===== config.mk =====
export PLATFORM = sky130hd
export DESIGN_NAME = dscp_top
export DESIGN_NICKNAME = d
export VERILOG_FILES = /design/src/dscp_pkg.sv /design/src/dscp_blank_timer.sv /design/src/dscp_top.sv
export SDC_FILE = /design/constraint.sdc
export NUM_CORES = 1
export LEC_CHECK = 0
export BUFFER_PORTS_ARGS = -buffer_cell sky130_fd_sc_hd__buf_2
export CORE_ASPECT_RATIO = 0.75
export CORE_MARGIN = 2
export CORE_UTILIZATION = 55
export CTS_BUF_LIST = sky130_fd_sc_hd__clkbuf_16
export CTS_CLUSTER_DIAMETER = 200
export DETAILED_ROUTE_END_ITERATION = 8
export PLACE_DENSITY_LB_ADDON = 0.12
export SETUP_SLACK_MARGIN = 0.4
export SYNTH_ARGS = -nofsm -noshare
export SYNTH_HDL_FRONTEND = slang
export SYNTH_SLANG_ARGS = --single-unit

===== constraint.sdc =====
create_clock -name clk_i -period 5.6 [get_ports clk_i]
set_clock_uncertainty 0.15 [all_clocks]
set_input_delay 0.56 -clock clk_i [delete_from_list [all_inputs] [get_ports clk_i]]
set_output_delay 0.56 -clock clk_i [all_outputs]
set_load 0.02 [all_outputs]

===== src/dscp_pkg.sv =====
package dscp_pkg;

  // ---------------------------------------------------------------
  // register map
  // ---------------------------------------------------------------
  localparam logic [7:0] DSCP_SCD_OFFSET = 8'h08;
  localparam logic [7:0] DSCP_SCD_RESET = 8'h00;
  localparam int DSCP_THR_LSB = 0;
  localparam int DSCP_DLY_LSB = 4;
  localparam int DSCP_DISCHARGE_SHORT_SENSE_DISABLE_BIT = 4;

  // ---------------------------------------------------------------
  // threshold in millivolts: base plus step per code
  // ---------------------------------------------------------------
  localparam int DSCP_THR_BASE_MV = 100;
  localparam int DSCP_THR_STEP_MV = 25;
  localparam int DSCP_THR_MAX_MV = 475;
  localparam int DSCP_MV_W = 10;

  // ---------------------------------------------------------------
  // blanking delay: code times one step
  // ---------------------------------------------------------------
  localparam int DSCP_CLK_MHZ = 250;
  localparam int DSCP_DLY_STEP_US = 61;
  localparam int DSCP_DLY_MAX_US = 915;
  localparam int DSCP_DLY_STEP_CYC = DSCP_DLY_STEP_US * DSCP_CLK_MHZ;
  localparam int DSCP_CNT_W = 18;

  typedef enum logic [1:0] {
    DSCP_CFG_ZERO_VOLT_CHARGE_DRIVE_FET,
    DSCP_CFG_COMMON_FET,
    DSCP_CFG_PRECHG_FET
  } dscp_cfg_t;

  // gate drive bundle, 1 = fet on
  typedef struct packed {
    logic charge_gate_drive;
    logic discharge_gate_drive;
    logic zero_volt_charge_drive;
  } dscp_drv_t;

endpackage : dscp_pkg


===== src/dscp_blank_timer.sv =====
`timescale 1ns/1ps
module dscp_blank_timer
  import dscp_pkg::*;
(
  // clock and reset
  input wire logic clk_i,
  input wire logic rst_i,
  // control
  input wire logic over_i,
  input wire logic [3:0] code_i,
  // result
  output logic expired_o
);
  import dscp_pkg::*;

  logic [DSCP_CNT_W-1:0] cnt_r;
  logic [DSCP_CNT_W-1:0] cnt_nxt;
  logic [DSCP_CNT_W-1:0] limit;

  // product of code and step always fits: 15 * 15250 < 2^18
  assign limit = DSCP_CNT_W'(32'(code_i) * DSCP_DLY_STEP_CYC);

  always_comb
  begin
    cnt_nxt = cnt_r;
    if (!over_i)
    begin
      cnt_nxt = '0;
    end
    else if (cnt_r <= limit)
    begin
      cnt_nxt = cnt_r + DSCP_CNT_W'(1);
    end
  end

  always_ff @(posedge clk_i)
  begin
    if (rst_i)
    begin
      cnt_r <= '0;
    end
    else
    begin
      cnt_r <= cnt_nxt;
    end
  end

  // longer than the delay: one cycle past the limit
  assign expired_o = over_i && (cnt_r > limit);

endmodule : dscp_blank_timer


===== src/dscp_top.sv =====
`timescale 1ns/1ps
module dscp_top
  import dscp_pkg::*;
(
  // clock and reset
  input wire logic clk_i,
  input wire logic rst_i,
  // register port
  input wire logic reg_wr_i,
  input wire logic [7:0] reg_addr_i,
  input wire logic [7:0] reg_wdata_i,
  output logic [7:0] reg_rdata_o,
  // host control levels
  input wire logic discharge_short_sense_disable_i,
  input wire dscp_pkg::dscp_drv_t host_drv_i,
  input wire dscp_pkg::dscp_cfg_t fet_cfg_i,
  // analog comparator levels, asynchronous
  input wire logic [DSCP_MV_W-1:0] sense_mv_i,
  input wire logic precharge_mode_select_i,
  input wire logic supply_good_i,
  // outputs
  output dscp_pkg::dscp_drv_t drv_o,
  output logic regulator_on_o,
  output logic short_tripped_o
);
  import dscp_pkg::*;

  // -------------------------------------------------------------
  // input synchronisers
  // -------------------------------------------------------------
  // the sense value is a settled converter word; syncing bitwise is
  // tolerated because a torn sample only shifts one compare cycle
  logic [DSCP_MV_W+1:0] sync1_r;
  logic [DSCP_MV_W+1:0] sync2_r;
  logic [DSCP_MV_W-1:0] sense_s;
  logic pms_s;
  logic pgood_s;

  always_ff @(posedge clk_i)
  begin
    if (rst_i)
    begin
      sync1_r <= '0;
      sync2_r <= '0;
    end
    else
    begin
      sync1_r <= {supply_good_i, precharge_mode_select_i, sense_mv_i};
      sync2_r <= sync1_r;
    end
  end

  assign sense_s = sync2_r[DSCP_MV_W-1:0];
  assign pms_s = sync2_r[DSCP_MV_W];
  assign pgood_s = sync2_r[DSCP_MV_W+1];

  // -------------------------------------------------------------
  // configuration register
  // -------------------------------------------------------------
  logic [7:0] cfg_r;
  logic [7:0] cfg_nxt;
  logic [3:0] thr_code;
  logic [3:0] dly_code;

  always_comb
  begin
    cfg_nxt = cfg_r;
    if (reg_wr_i && reg_addr_i == DSCP_SCD_OFFSET)
    begin
      cfg_nxt = reg_wdata_i;
    end
  end

  always_ff @(posedge clk_i)
  begin
    if (rst_i)
    begin
      cfg_r <= DSCP_SCD_RESET;
    end
    else
    begin
      cfg_r <= cfg_nxt;
    end
  end

  assign thr_code = cfg_r[DSCP_THR_LSB+:4];
  assign dly_code = cfg_r[DSCP_DLY_LSB+:4];
  // unmapped addresses read zero
  assign reg_rdata_o = (reg_addr_i == DSCP_SCD_OFFSET) ? cfg_r : 8'h00;

  // -------------------------------------------------------------
  // threshold compare and blanking
  // -------------------------------------------------------------
  logic [DSCP_MV_W-1:0] thr_mv;
  logic over;
  logic expired;

  assign thr_mv = DSCP_MV_W'(DSCP_THR_BASE_MV + 32'(thr_code) * DSCP_THR_STEP_MV);
  assign over = !discharge_short_sense_disable_i && (sense_s > thr_mv);

  dscp_blank_timer u_timer (
    .clk_i(clk_i),
    .rst_i(rst_i),
    .over_i(over),
    .code_i(dly_code),
    .expired_o(expired)
  );

  // -------------------------------------------------------------
  // trip latch and power-up sequence
  // -------------------------------------------------------------
  // the trip holds until the host drives all off with expired low, or supply good drops, so a
  // fault cannot be re-armed by a stale host level
  typedef enum logic [1:0] {
    DSCP_ST_DOWN,
    DSCP_ST_RUN,
    DSCP_ST_TRIP
  } dscp_state_t;

  dscp_state_t st_r;
  dscp_state_t st_nxt;
  dscp_drv_t drv_nxt;
  logic reg_on_nxt;

  always_comb
  begin
    st_nxt = st_r;
    case (st_r)
      DSCP_ST_DOWN:
      begin
        if (pgood_s)
        begin
          st_nxt = DSCP_ST_RUN;
        end
      end
      DSCP_ST_RUN:
      begin
        if (expired)
        begin
          st_nxt = DSCP_ST_TRIP;
        end
      end
      DSCP_ST_TRIP:
      begin
        if (host_drv_i == '0 && !expired)
        begin
          st_nxt = DSCP_ST_RUN;
        end
      end
      default:
      begin
        st_nxt = DSCP_ST_DOWN;
      end
    endcase
    if (!pgood_s)
    begin
      st_nxt = DSCP_ST_DOWN;
    end
  end

  always_comb
  begin
    drv_nxt = '0;
    reg_on_nxt = 1'b0;
    case (st_nxt)
      DSCP_ST_DOWN:
      begin
        if (fet_cfg_i == DSCP_CFG_ZERO_VOLT_CHARGE_DRIVE_FET)
        begin
          drv_nxt.zero_volt_charge_drive = 1'b1;
        end
        else if (fet_cfg_i == DSCP_CFG_COMMON_FET && pms_s)
        begin
          drv_nxt.charge_gate_drive = 1'b1;
        end
      end
      DSCP_ST_RUN:
      begin
        reg_on_nxt = 1'b1;
        drv_nxt = host_drv_i;
      end
      DSCP_ST_TRIP:
      begin
        reg_on_nxt = 1'b1;
        drv_nxt = '0;
      end
      default:
      begin
        drv_nxt = '0;
      end
    endcase
  end

  always_ff @(posedge clk_i)
  begin
    if (rst_i)
    begin
      st_r <= DSCP_ST_DOWN;
      drv_o <= '0;
      regulator_on_o <= 1'b0;
    end
    else
    begin
      st_r <= st_nxt;
      drv_o <= drv_nxt;
      regulator_on_o <= reg_on_nxt;
    end
  end

  assign short_tripped_o = (st_r == DSCP_ST_TRIP);

  // -------------------------------------------------------------
  // assertions
  // -------------------------------------------------------------
  property p_trip_off;
    @(posedge clk_i) disable iff (rst_i)
      (st_r == DSCP_ST_RUN && expired && pgood_s) |=> (drv_o == '0);
  endproperty
  a_trip_off: assert property (p_trip_off) else $error("drives not off after trip");

  property p_reset_zero;
    @(posedge clk_i) $past(rst_i) |-> (cfg_r == 8'h00);
  endproperty
  a_reset_zero: assert property (p_reset_zero) else $error("register not zero after reset");

  property p_thr;
    @(posedge clk_i) disable iff (rst_i)
      (thr_code == 4'hF) |-> (thr_mv == 10'(DSCP_THR_MAX_MV));
  endproperty
  a_thr: assert property (p_thr) else $error("top threshold wrong");

  property p_disable;
    @(posedge clk_i) disable iff (rst_i)
      discharge_short_sense_disable_i |=> !expired;
  endproperty
  a_disable: assert property (p_disable) else $error("sense ran while disabled");

  property p_zero_delay;
    @(posedge clk_i) disable iff (rst_i)
      (dly_code == 4'h0 && over && !$past(over)) |-> ##1 (expired || !over);
  endproperty
  a_zero_delay: assert property (p_zero_delay) else $error("zero delay too slow");

  property p_restart;
    @(posedge clk_i) disable iff (rst_i)
      !over |=> !expired;
  endproperty
  a_restart: assert property (p_restart) else $error("expired without excess");

  property p_zv_start;
    @(posedge clk_i) disable iff (rst_i)
      (!pgood_s && fet_cfg_i == DSCP_CFG_ZERO_VOLT_CHARGE_DRIVE_FET) |=>
        (drv_o.zero_volt_charge_drive && !drv_o.charge_gate_drive);
  endproperty
  a_zv_start: assert property (p_zv_start) else $error("zero-volt start wrong");

  property p_pms;
    @(posedge clk_i) disable iff (rst_i)
      (!pgood_s && fet_cfg_i == DSCP_CFG_COMMON_FET && pms_s) |=> drv_o.charge_gate_drive;
  endproperty
  a_pms: assert property (p_pms) else $error("charge not forced on");

  property p_follow;
    @(posedge clk_i) disable iff (rst_i)
      (st_nxt == DSCP_ST_RUN) |=> (regulator_on_o && drv_o == $past(host_drv_i));
  endproperty
  a_follow: assert property (p_follow) else $error("charge not following host");

  c_trip: cover property (@(posedge clk_i) disable iff (rst_i) st_r == DSCP_ST_TRIP);
  c_power: cover property (@(posedge clk_i) disable iff (rst_i)
    st_r == DSCP_ST_DOWN ##1 st_r == DSCP_ST_RUN);
  c_blank: cover property (@(posedge clk_i) disable iff (rst_i) over ##1 !over);

endmodule : dscp_top


==> run summary, run 1 <==
initial drt markers = 96
maximum buffer depth of the clock tree = 2
final hold violations = 0
Crit path arrival time = 4.92 ns
YS warnings = 0
fin crit share = 0.875
total negative slack = 0 ns
width of the chip = 101 um
core area = 6830 um2
Crit. End Element = register
DRC viols = 0
clk root buf = clkbuf_16
Mean Syn Cell Area = 9.02 um2
Finished Layout Cells = 563
Antenna Nets Post-Route = 0
via/cell ratio = 5.69
CTS sink count = 56
Netlist cell types = 54
crit-path cells = inv_1, fa_1, inv_1, ha_1, ha_1, nor3_1, a211oi_2, a211oi_2, a21oi_1, nor2_1, xor2_1, ha_1, and3_1, nand4_1, a2bb2oi_2, a31oi_4, o211ai_1, and4_1, ha_1, a21oi_1, nor2_1
final setup fails = 0
ys async rst share = 0
CTS tree = yes
drt first pass iters = 6
CP Class = reg2reg
register area share after synthesis = 0.289
largest net degree at the start of global routing = 40
flops & latches, synth = 56
slowest cell on the critical path = fa_1
WHS = 0.287 ns
grt ovf = 0
nets = 586
VDD IR max = 0.161 mV
worst min path class = reg2reg
Final Critical Period = 4.90 ns
LEAKAGE = 0.00201 uW
Worst path most repeated cell = ha_1
fraction of final layout cells sized beyond drive strength 1 = 0.159
Rel. slew slack = 0.579
startpoint types = register
TritonCTS buffer count = 5
Post-synth EDFFs = 0
fmax = 204 MHz
IO Pins = 50
first-pass GRT wire length = 13.8 mm
MaxCap Viol Count = 0
Antenna Cells = 0
Worst Max-Slew Pin Slew = 0.632 ns
Via Count = 3206
Critical Path RT = 5.61 ns
DP HPWL = 6.47 mm
outcome = completed
RSZ-0062 raised after global routing = no
CP max FO = 9
clk slew on worst S/H paths = 0.07 ns
crit-path leading delay family = adder cells
routability cong. = 0.868
Die Area = 7750 um2
Total GRT Usage = 0.218
Rows = 26
Syn Nets = 538
Cells after DPL = 552
CP peak stage delay = 0.52 ns
worst-skew pair later-pin latency = 0.30 ns
starting density of the core = 0.568
WP buf/inv = 2
Gate Count Post-Synth = 430
htree depth = 2
die height = 76.7 um
# port buffers = 49
Slew Limit Fails = 0
Synth Flop Type = dfxtp_1
Post-Syn Area = 3880 um2
P&R area growth vs syn = 13.1%
DR WL/cell = 14.5 um
DRT Wirelength = 8.17 mm
PD cells = 187 nW/um2
vias in the first global route = 3040
initial antenna violation count = 0
cells by family (layout without fill, tap and decap cells):
group           after synthesis  in the layout  synth area share
simple gates                156            156             0.230
compound gates               83             83             0.151
fa+ha+maj                    71             71             0.243
flops                        56             56             0.289
buf+inv                      49             98            0.0539
xor+xnor                     14             14            0.0316
mux                           1              1           0.00258
final cells by class:
| cell class | instances | area, um2 |
|---|---|---|
| clock buffers | 5 | 125 |
| clock inverters | 3 | 42.5 |
| fillers | 586 | 2440 |
| inverters | 36 | 135 |
| multi-input cells | 325 | 2570 |
| flip-flops and latches | 56 | 1130 |
| well taps | 84 | 105 |
| repair buffers | 54 | 283 |
cell usage after synthesis (all sizes together), types with 3 or more instances:
library cell,n,area share
a21oi,28,0.036
or4,3,0.0058
nor2b,28,0.045
nor3,4,0.0052
o211ai,4,0.0077
o21ai,15,0.019
xnor2,3,0.0068
a31oi,3,0.0087
fa,7,0.036
clkbuf,8,0.0081
nand2,28,0.027
and2,10,0.016
nand2b,7,0.011
nor2,18,0.017
o311ai,6,0.014
a211oi,6,0.014
buf,5,0.011
ha,64,0.21
or3,9,0.015
xor2,11,0.025
inv,36,0.035
nand4,13,0.024
o41ai,6,0.014
and3,9,0.015
and4,5,0.011
dfxtp,56,0.29
nand3,15,0.019
metal layers:
layer	GRT usage	wire (um)
met5	0	0
met4	0.0405	86
met2	0.339	3620
met1	0.312	4080
met3	0.0465	386
worst paths after layout:
kind	cells past startpoint	start	slack [ns]	to
worst max register to register	21	cfg_r[6]	0.70	drv_o[0]
worst max-delay path	21	cfg_r[6]	0.70	drv_o[0]
worst min-delay path	1	sync1_r[1]	0.29	sync2_r[1]
worst min register to register	1	sync1_r[1]	0.29	sync2_r[1]
report_power, final:
part	internal, uW	switching, uW	total, uW	leakage, uW
clock network	210	144	355	0.0000814
logic	27.3	30.0	57.2	0.00147
registers	407	3.74	410	0.000459
total	644	178	822	0.00201
metrics by stage:
| stage | total power [uW] | setup slack, ns | util | instance area, um2 |
|---|---|---|---|---|
| 2_1_floorplan | 456 | 0.785 | - | 3880 |
| 3_3_place_gp | 472 | 0.609 | 0.610 | 4170 |
| 3_5_place_dp | 474 | 0.400 | 0.610 | 4170 |
| 4_1_cts | 825 | 0.414 | 0.635 | 4340 |
| 5_1_grt | 851 | 0.386 | 0.642 | 4390 |
| 6_report | 822 | 0.700 | 0.642 | 4390 |
cell usage in the layout, fill, tap and decap left out, types with 6 or more instances in the layout:
cell      count
o311ai_1      6
o21ai_0       7
nand3_1      15
nor2b_1      28
nand2_1      28
o21ai_1       8
nand4_1      11
dfxtp_1      53
and3_1        9
buf_2        49
nor2_1       18
inv_1        36
fa_1          7
o41ai_1       6
or3_1         9
a21oi_1      27
ha_1         64
and2_1       10
nand2b_1      7
xor2_1       11
registers in the layout (all words and copies together), names as in the netlist:
signal and flops:
drv_o 3, cfg_r 8, sync2_r 12, u_timer.cnt_r 18, st_r 2, regulator_on_o 1
sync1_r 12
repair_timing:
item	CTS	global route
pin swaps	1	4
hold buffers	0	0
hold endpoints to repair	0	0
gates resized for setup	0	10
buffers inserted	0	3
setup endpoints to repair	1	16
(Power assumes the default switching activity.)
==> run 2, diff against run 1 <==
--- a/config.mk
+++ b/config.mk
@@ -5,10 +5,11 @@
 export SDC_FILE = /design/constraint.sdc
 export NUM_CORES = 1
 export LEC_CHECK = 0
+export ABC_CLOCK_PERIOD_IN_PS = 5600
 export BUFFER_PORTS_ARGS = -buffer_cell sky130_fd_sc_hd__buf_2
 export CORE_ASPECT_RATIO = 0.75
 export CORE_MARGIN = 2
-export CORE_UTILIZATION = 55
+export CORE_UTILIZATION = 59
 export CTS_BUF_LIST = sky130_fd_sc_hd__clkbuf_16
 export CTS_CLUSTER_DIAMETER = 200
 export DETAILED_ROUTE_END_ITERATION = 8
==> run 2 against run 1 <==
- via count is 0.84% lower
- clock-buffer cell count unchanged
- global-route usage grew 0.62 points
- sequential share of layout area grew 0.15 points
- first-iteration DRC count up 50%
==> run summary, run 2 (synthesized netlist as in run 1, its figures left out) <==
initial drt markers = 144 (+50%)
worst min path class = reg2reg
outcome = completed
Finished Core Util = 0.687 (+0.0442)
Largest Register = u_timer.cnt_r
CTS tree = yes
Final WS setup = 0.702 ns (+0.00233 ns)
commonest non-fill, non-tap cell in the layout = ha_1
Rel. slew slack = 0.567 (-0.0114)
Largest register FFs = 18 (unchanged)
# port buffers = 49 (unchanged)
width of the chip = 97.6 um (-3.3%)
initial antenna violation count = 0 (unchanged)
clk slew on worst S/H paths = 0.07 ns (about the same)
CTS sink count = 56 (unchanged)
DP HPWL = 6.23 mm (-3.7%)
clk root buf = clkbuf_16
routability cong. = 0.908 (+4.7%)
final setup fails = 0 (unchanged)
first-pass GRT wire length = 13.5 mm (-2.7%)
Via Count = 3179 (-0.84%)
Hold Path End = sync2_r[3]
nets = 584 (-0.34%)
DRC viols = 0 (unchanged)
Worst Reg-to-Reg Cells = 22 (+4.8%)
P&R area growth vs syn = 11.8%
Crit. End Element = register
most frequent cells in the layout = ha_1 (64), dfxtp_1 (54), buf_2 (49)
setup bufs post-CTS = 0 (unchanged)
Die Area = 7250 um2 (-6.5%)
IO Pins = 50 (unchanged)
htree depth = 2 (unchanged)
fillers = 490 (-16%)
CP Class = reg2reg
VDD IR max = 0.140 mV (-14%)
Antenna Cells = 0 (unchanged)
PD cells = 179 nW/um2 (-4.7%)
worst-skew pair later-pin latency = 0.29 ns (about the same)
RSZ-0062 raised after global routing = no
die height = 74.2 um (-3.3%)
Critical Path RT = 5.61 ns (about the same)
via/cell ratio = 5.71 (+0.23%)
vias in the first global route = 3044 (+0.13%)
DRT Wirelength = 8.08 mm (-1.1%)
DR WL/cell = 14.5 um (about the same)
total negative slack = 0 ns (unchanged)
Final Critical Period = 4.90 ns (-0.00233 ns)
fmax = 204 MHz (about the same)
Total GRT Usage = 0.224 (+0.00616)
LEAKAGE = 0.00198 uW (-1.5%)
HP Start = sync1_r[3]
largest net degree at the start of global routing = 40 (unchanged)
Critical R2R Capture = drv_o[0]
starting density of the core = 0.614 (+0.0461)
Crit path arrival time = 4.91 ns (about the same)
drt first pass iters = 4 (-2)
FF-to-FF Start = cfg_r[7]
core area = 6320 um2 (-7.5%)
Place WS = 0.580 ns (+0.180 ns)
maximum buffer depth of the clock tree = 2 (unchanged)
Slew Limit Fails = 0 (unchanged)
TritonCTS buffer count = 5 (unchanged)
hold path depth = 1 (unchanged)
CP max FO = 8 (-1)
Largest regs = u_timer.cnt_r (18), sync1_r (12), sync2_r (12)
MaxCap Viol Count = 0 (unchanged)
fin crit share = 0.875 (about the same)
final hold violations = 0 (unchanged)
Antenna Nets Post-Route = 0 (unchanged)
grt ovf = 0 (unchanged)
Worst Max-Slew Pin Slew = 0.649 ns (+0.0171 ns)
Rows = 25 (-3.8%)
fraction of final layout cells sized beyond drive strength 1 = 0.153 (-0.00530)
R2R Setup Slk = 0.70 ns (about the same)
startpoint types = register
-- run 2: layout make-up --
type                       instances  area [um2]  share of cell area
multi-input combinational        325        2570               0.592
sequential                        56        1120               0.259
timing repair buffer              52         268              0.0617
inverter                          36         135              0.0312
clock buffer                       5         125              0.0288
tap                               81         101              0.0234
clock inverter                     2        16.3             0.00375
-- run 2: how the worst max path moves through the flow --
stage,to,cells after the start,from,slack (ns)
CTS,drv_o[0],20,cfg_r[6],0.57
global placement,drv_o[0],21,cfg_r[6],0.77
floorplan,drv_o[0],22,cfg_r[5],0.78
global route,drv_o[0],22,cfg_r[6],0.29
detailed placement,drv_o[0],20,cfg_r[6],0.58
finish,drv_o[0],22,cfg_r[7],0.70
-- run 2: worst max-delay path, cell delays in order (launching register included) --
cell       delay (ns)
dfxtp_1          0.47
inv_1            0.13
fa_1             0.49
inv_1            0.04
ha_1             0.31
ha_1             0.25
nor3_1           0.27
a211oi_2         0.13
a211oi_2         0.25
a21oi_1          0.11
nor2_1           0.11
xor2_1           0.08
ha_1             0.30
and3_1           0.19
nand4_1          0.19
a2bb2oi_2        0.23
a31oi_4          0.23
o2111a_1         0.24
a31oi_2          0.06
ha_1             0.22
nor3b_1          0.14
a21oi_1          0.11
nor2_1           0.05
-- run 2: repair_timing --
item                                    in CTS  in global routing
endpoints found under the hold margin        0                  0
endpoints found under the setup margin       0                  6
gates resized for setup                      0                  7
hold buffers                                 0                  0
-- run 2: per-layer routing --
metal / track usage / wire (um)
met3: 0.0536 / 479
met5: 0 / 0
met1: 0.318 / 4220
met2: 0.358 / 3390
met4: 0.0355 / 0
-- run 2: per-stage QoR --
stage	std cells	hold WS [ns]	total power, uW	area [um2]
floorplan	430	0.264	456	3880
global placement	550	0.269	473	4170
detailed placement	550	0.279	474	4170
CTS	557	0.295	778	4320
global route	557	0.305	804	4340
finish	557	0.290	774	4340
-- run 2: where the power goes --
part / internal, uW / switching (uW) / leakage, uW
Sequential: 407 / 3.61 / 0.000458
Clock: 165 / 144 / 0.0000663
Combinational: 25.7 / 29.0 / 0.00145
Total: 598 / 176 / 0.00198
==> run 3, diff against run 2 <==
--- a/config.mk
+++ b/config.mk
@@ -5,11 +5,13 @@
 export SDC_FILE = /design/constraint.sdc
 export NUM_CORES = 1
 export LEC_CHECK = 0
-export ABC_CLOCK_PERIOD_IN_PS = 5600
+export ABC_CLOCK_PERIOD_IN_PS = 4450
 export BUFFER_PORTS_ARGS = -buffer_cell sky130_fd_sc_hd__buf_2
+export CELL_PAD_IN_SITES_DETAIL_PLACEMENT = 1
+export CELL_PAD_IN_SITES_GLOBAL_PLACEMENT = 1
 export CORE_ASPECT_RATIO = 0.75
 export CORE_MARGIN = 2
-export CORE_UTILIZATION = 59
+export CORE_UTILIZATION = 40
 export CTS_BUF_LIST = sky130_fd_sc_hd__clkbuf_16
 export CTS_CLUSTER_DIAMETER = 200
 export DETAILED_ROUTE_END_ITERATION = 8
==> constraint.sdc (replaced) <==
create_clock -name clk_i -period 4.45 [get_ports clk_i]
set_clock_uncertainty 0.15 [all_clocks]
set_input_delay 0.445 -clock clk_i [delete_from_list [all_inputs] [get_ports clk_i]]
set_output_delay 0.445 -clock clk_i [all_outputs]
set_load 0.02 [all_outputs]
==> run 3 against run 2 <==
- register-to-register slack lost 0.87 ns
- highest routed layer is now met4
- critical path type unchanged
- via count grew 8.5%
- sequential share of layout area shrank 3.2 points
- clock-buffer cell count is the same
- the flow now finishes with violations (negative setup slack)
- critical endpoint is now u_timer.cnt_r[5]
- maximum frequency grew 6.1%
- sequential power grew 26%
==> run summary, run 3 (synthesized netlist as in run 1, its figures left out) <==
outcome = finished, violations left
failing checks = negative setup slack
# port buffers = 49 (unchanged)
worst-skew pair later-pin latency = 0.31 ns (+0.02 ns)
clk root buf = clkbuf_16
WP buf/inv = 5 (+3)
startpoint types = register
first-pass GRT wire length = 16.7 mm (+24%)
CTS tree = yes
PD cells = 202 nW/um2 (+13%)
Antenna Nets Post-Route = 0 (unchanged)
total negative slack = -1.93 ns (-1.93 ns)
TritonCTS buffer count = 5 (unchanged)
via/cell ratio = 5.30 (-7.2%)
Rows = 31 (+24%)
CP Class = reg2reg
clk slew on worst S/H paths = 0.08 ns (about the same)
grt ovf = 0 (unchanged)
commonest non-fill, non-tap cell in the layout = ha_1
CP peak stage delay = 0.46 ns (-0.03 ns)
HP Start = sense_mv_i[3]
slowest cell on the critical path = fa_1
Final WS setup = -0.167 ns (-0.869 ns)
Slew Limit Fails = 0 (unchanged)
vias in the first global route = 3349 (+10%)
Critical R2R Capture = u_timer.cnt_r[5]
Hold Path End = sync1_r[3]
RSZ-0062 raised after global routing = yes
DRC viols = 0 (unchanged)
CTS sink count = 56 (unchanged)
DRT Wirelength = 10.8 mm (+34%)
VDD IR max = 0.166 mV (+19%)
fmax = 217 MHz (+6.1%)
Total GRT Usage = 0.200 (-0.0233)
crit-path leading delay family = simple AND/OR/NAND/NOR gates
crit-path cells = inv_4, fa_2, inv_2, fa_1, ha_4, and3_4, a211oi_4, a21oi_1, nor2_1, xor2_1, ha_1, and3_4, nand4_1, nor4_4, a31oi_4, buf_4, buf_8, buf_2, or3_4, a21oi_2
MaxCap Viol Count = 0 (unchanged)
IO Pins = 50 (unchanged)
final hold violations = 0 (unchanged)
CP max FO = 7 (-1)
Largest Register = u_timer.cnt_r
Worst Reg-to-Reg Cells = 20 (-9.1%)
R2R Setup Slk = -0.17 ns (-0.87 ns)
initial drt markers = 149 (+3.5%)
die height = 89.3 um (+20%)
Critical Path RT = 4.55 ns (-1.06 ns)
initial antenna violation count = 0 (unchanged)
Rel. slew slack = 0.557 (-0.0104)
Finished Core Util = 0.523 (-0.164)
width of the chip = 118 um (+21%)
Hold-fix buffers, CTS = 0 (unchanged)
DR WL/cell = 16.6 um (+14%)
P&R area growth vs syn = 28.6%
fin crit share = 1.04 (+0.163)
maximum buffer depth of the clock tree = 2 (unchanged)
Final Critical Period = 4.62 ns (-0.281 ns)
starting density of the core = 0.407 (-0.207)
Largest register FFs = 18 (unchanged)
nets = 626 (+7.2%)
Crit path arrival time = 4.72 ns (-0.19 ns)
Worst Max-Slew Pin Slew = 0.665 ns (+0.0156 ns)
LEAKAGE = 0.00221 uW (+11%)
worst min path class = in2reg
htree depth = 2 (unchanged)
most frequent cells in the layout = ha_1 (54), dfxtp_1 (52), buf_2 (50)
drt first pass iters = 4 (unchanged)
largest net degree at the start of global routing = 40 (unchanged)
DP HPWL = 7.99 mm (+28%)
routability cong. = 0.842 (-7.3%)
Crit. End Element = register
Worst path most repeated cell = and3_4
core area = 9540 um2 (+51%)
Via Count = 3448 (+8.5%)
FF-to-FF Start = cfg_r[5]
Die Area = 10500 um2 (+45%)
final setup fails = 19 (+19)
Largest regs = u_timer.cnt_r (18), sync1_r (12), sync2_r (12)
fraction of final layout cells sized beyond drive strength 1 = 0.291 (+0.138)
hold path depth = 2 (+1)
Antenna Cells = 0 (unchanged)
## run 3: repair_timing
item | CTS | global route
pin swaps | 15 | 18
setup endpoints to repair | 23 | 24
gates resized for setup | 9 | 24
buffers inserted | 6 | 10
## run 3: worst max path at each step
| stage | from | to | depth (start not counted) |
|---|---|---|---|
| detailed placement | cfg_r[7] | drv_o[0] | 19 |
| finish | cfg_r[5] | u_timer.cnt_r[5] | 20 |
| global placement | cfg_r[7] | drv_o[0] | 21 |
| floorplan | cfg_r[7] | drv_o[0] | 22 |
| global route | cfg_r[5] | drv_o[0] | 21 |
| CTS | cfg_r[7] | drv_o[0] | 22 |
## run 3: metrics by stage
stage	std cells	worst slack [ns]	area, um2	hold WS (ns)	power (uW)
after floorplan	430	0.00917	3990	0.264	573
after global placement	627	-0.0222	4550	0.275	600
after detailed placement	627	-0.245	4550	0.276	603
after CTS	641	-0.135	4790	0.192	1010
after global routing	651	-0.368	4990	0.202	1050
final	651	-0.167	4990	0.199	1010
## run 3: power breakdown
group	switching, uW	internal (uW)
clock network	196	209
logic	44.9	44.4
registers	5.01	511
total	246	764
## run 3: metal layers
layer  track usage  routed length (um)
met5             0                   0
met4        0.0548                 113
met2         0.319                4870
met1         0.284                5450
met3        0.0332                 360
## run 3: cell type report
cell class	count	area [um2]
sequential	56	1130
clock buffer	5	125
inverter	36	143
fill	1138	4550
multi-input combinational	325	2790
tap	132	165
clock inverter	3	17.5
timing repair buffer	94	612
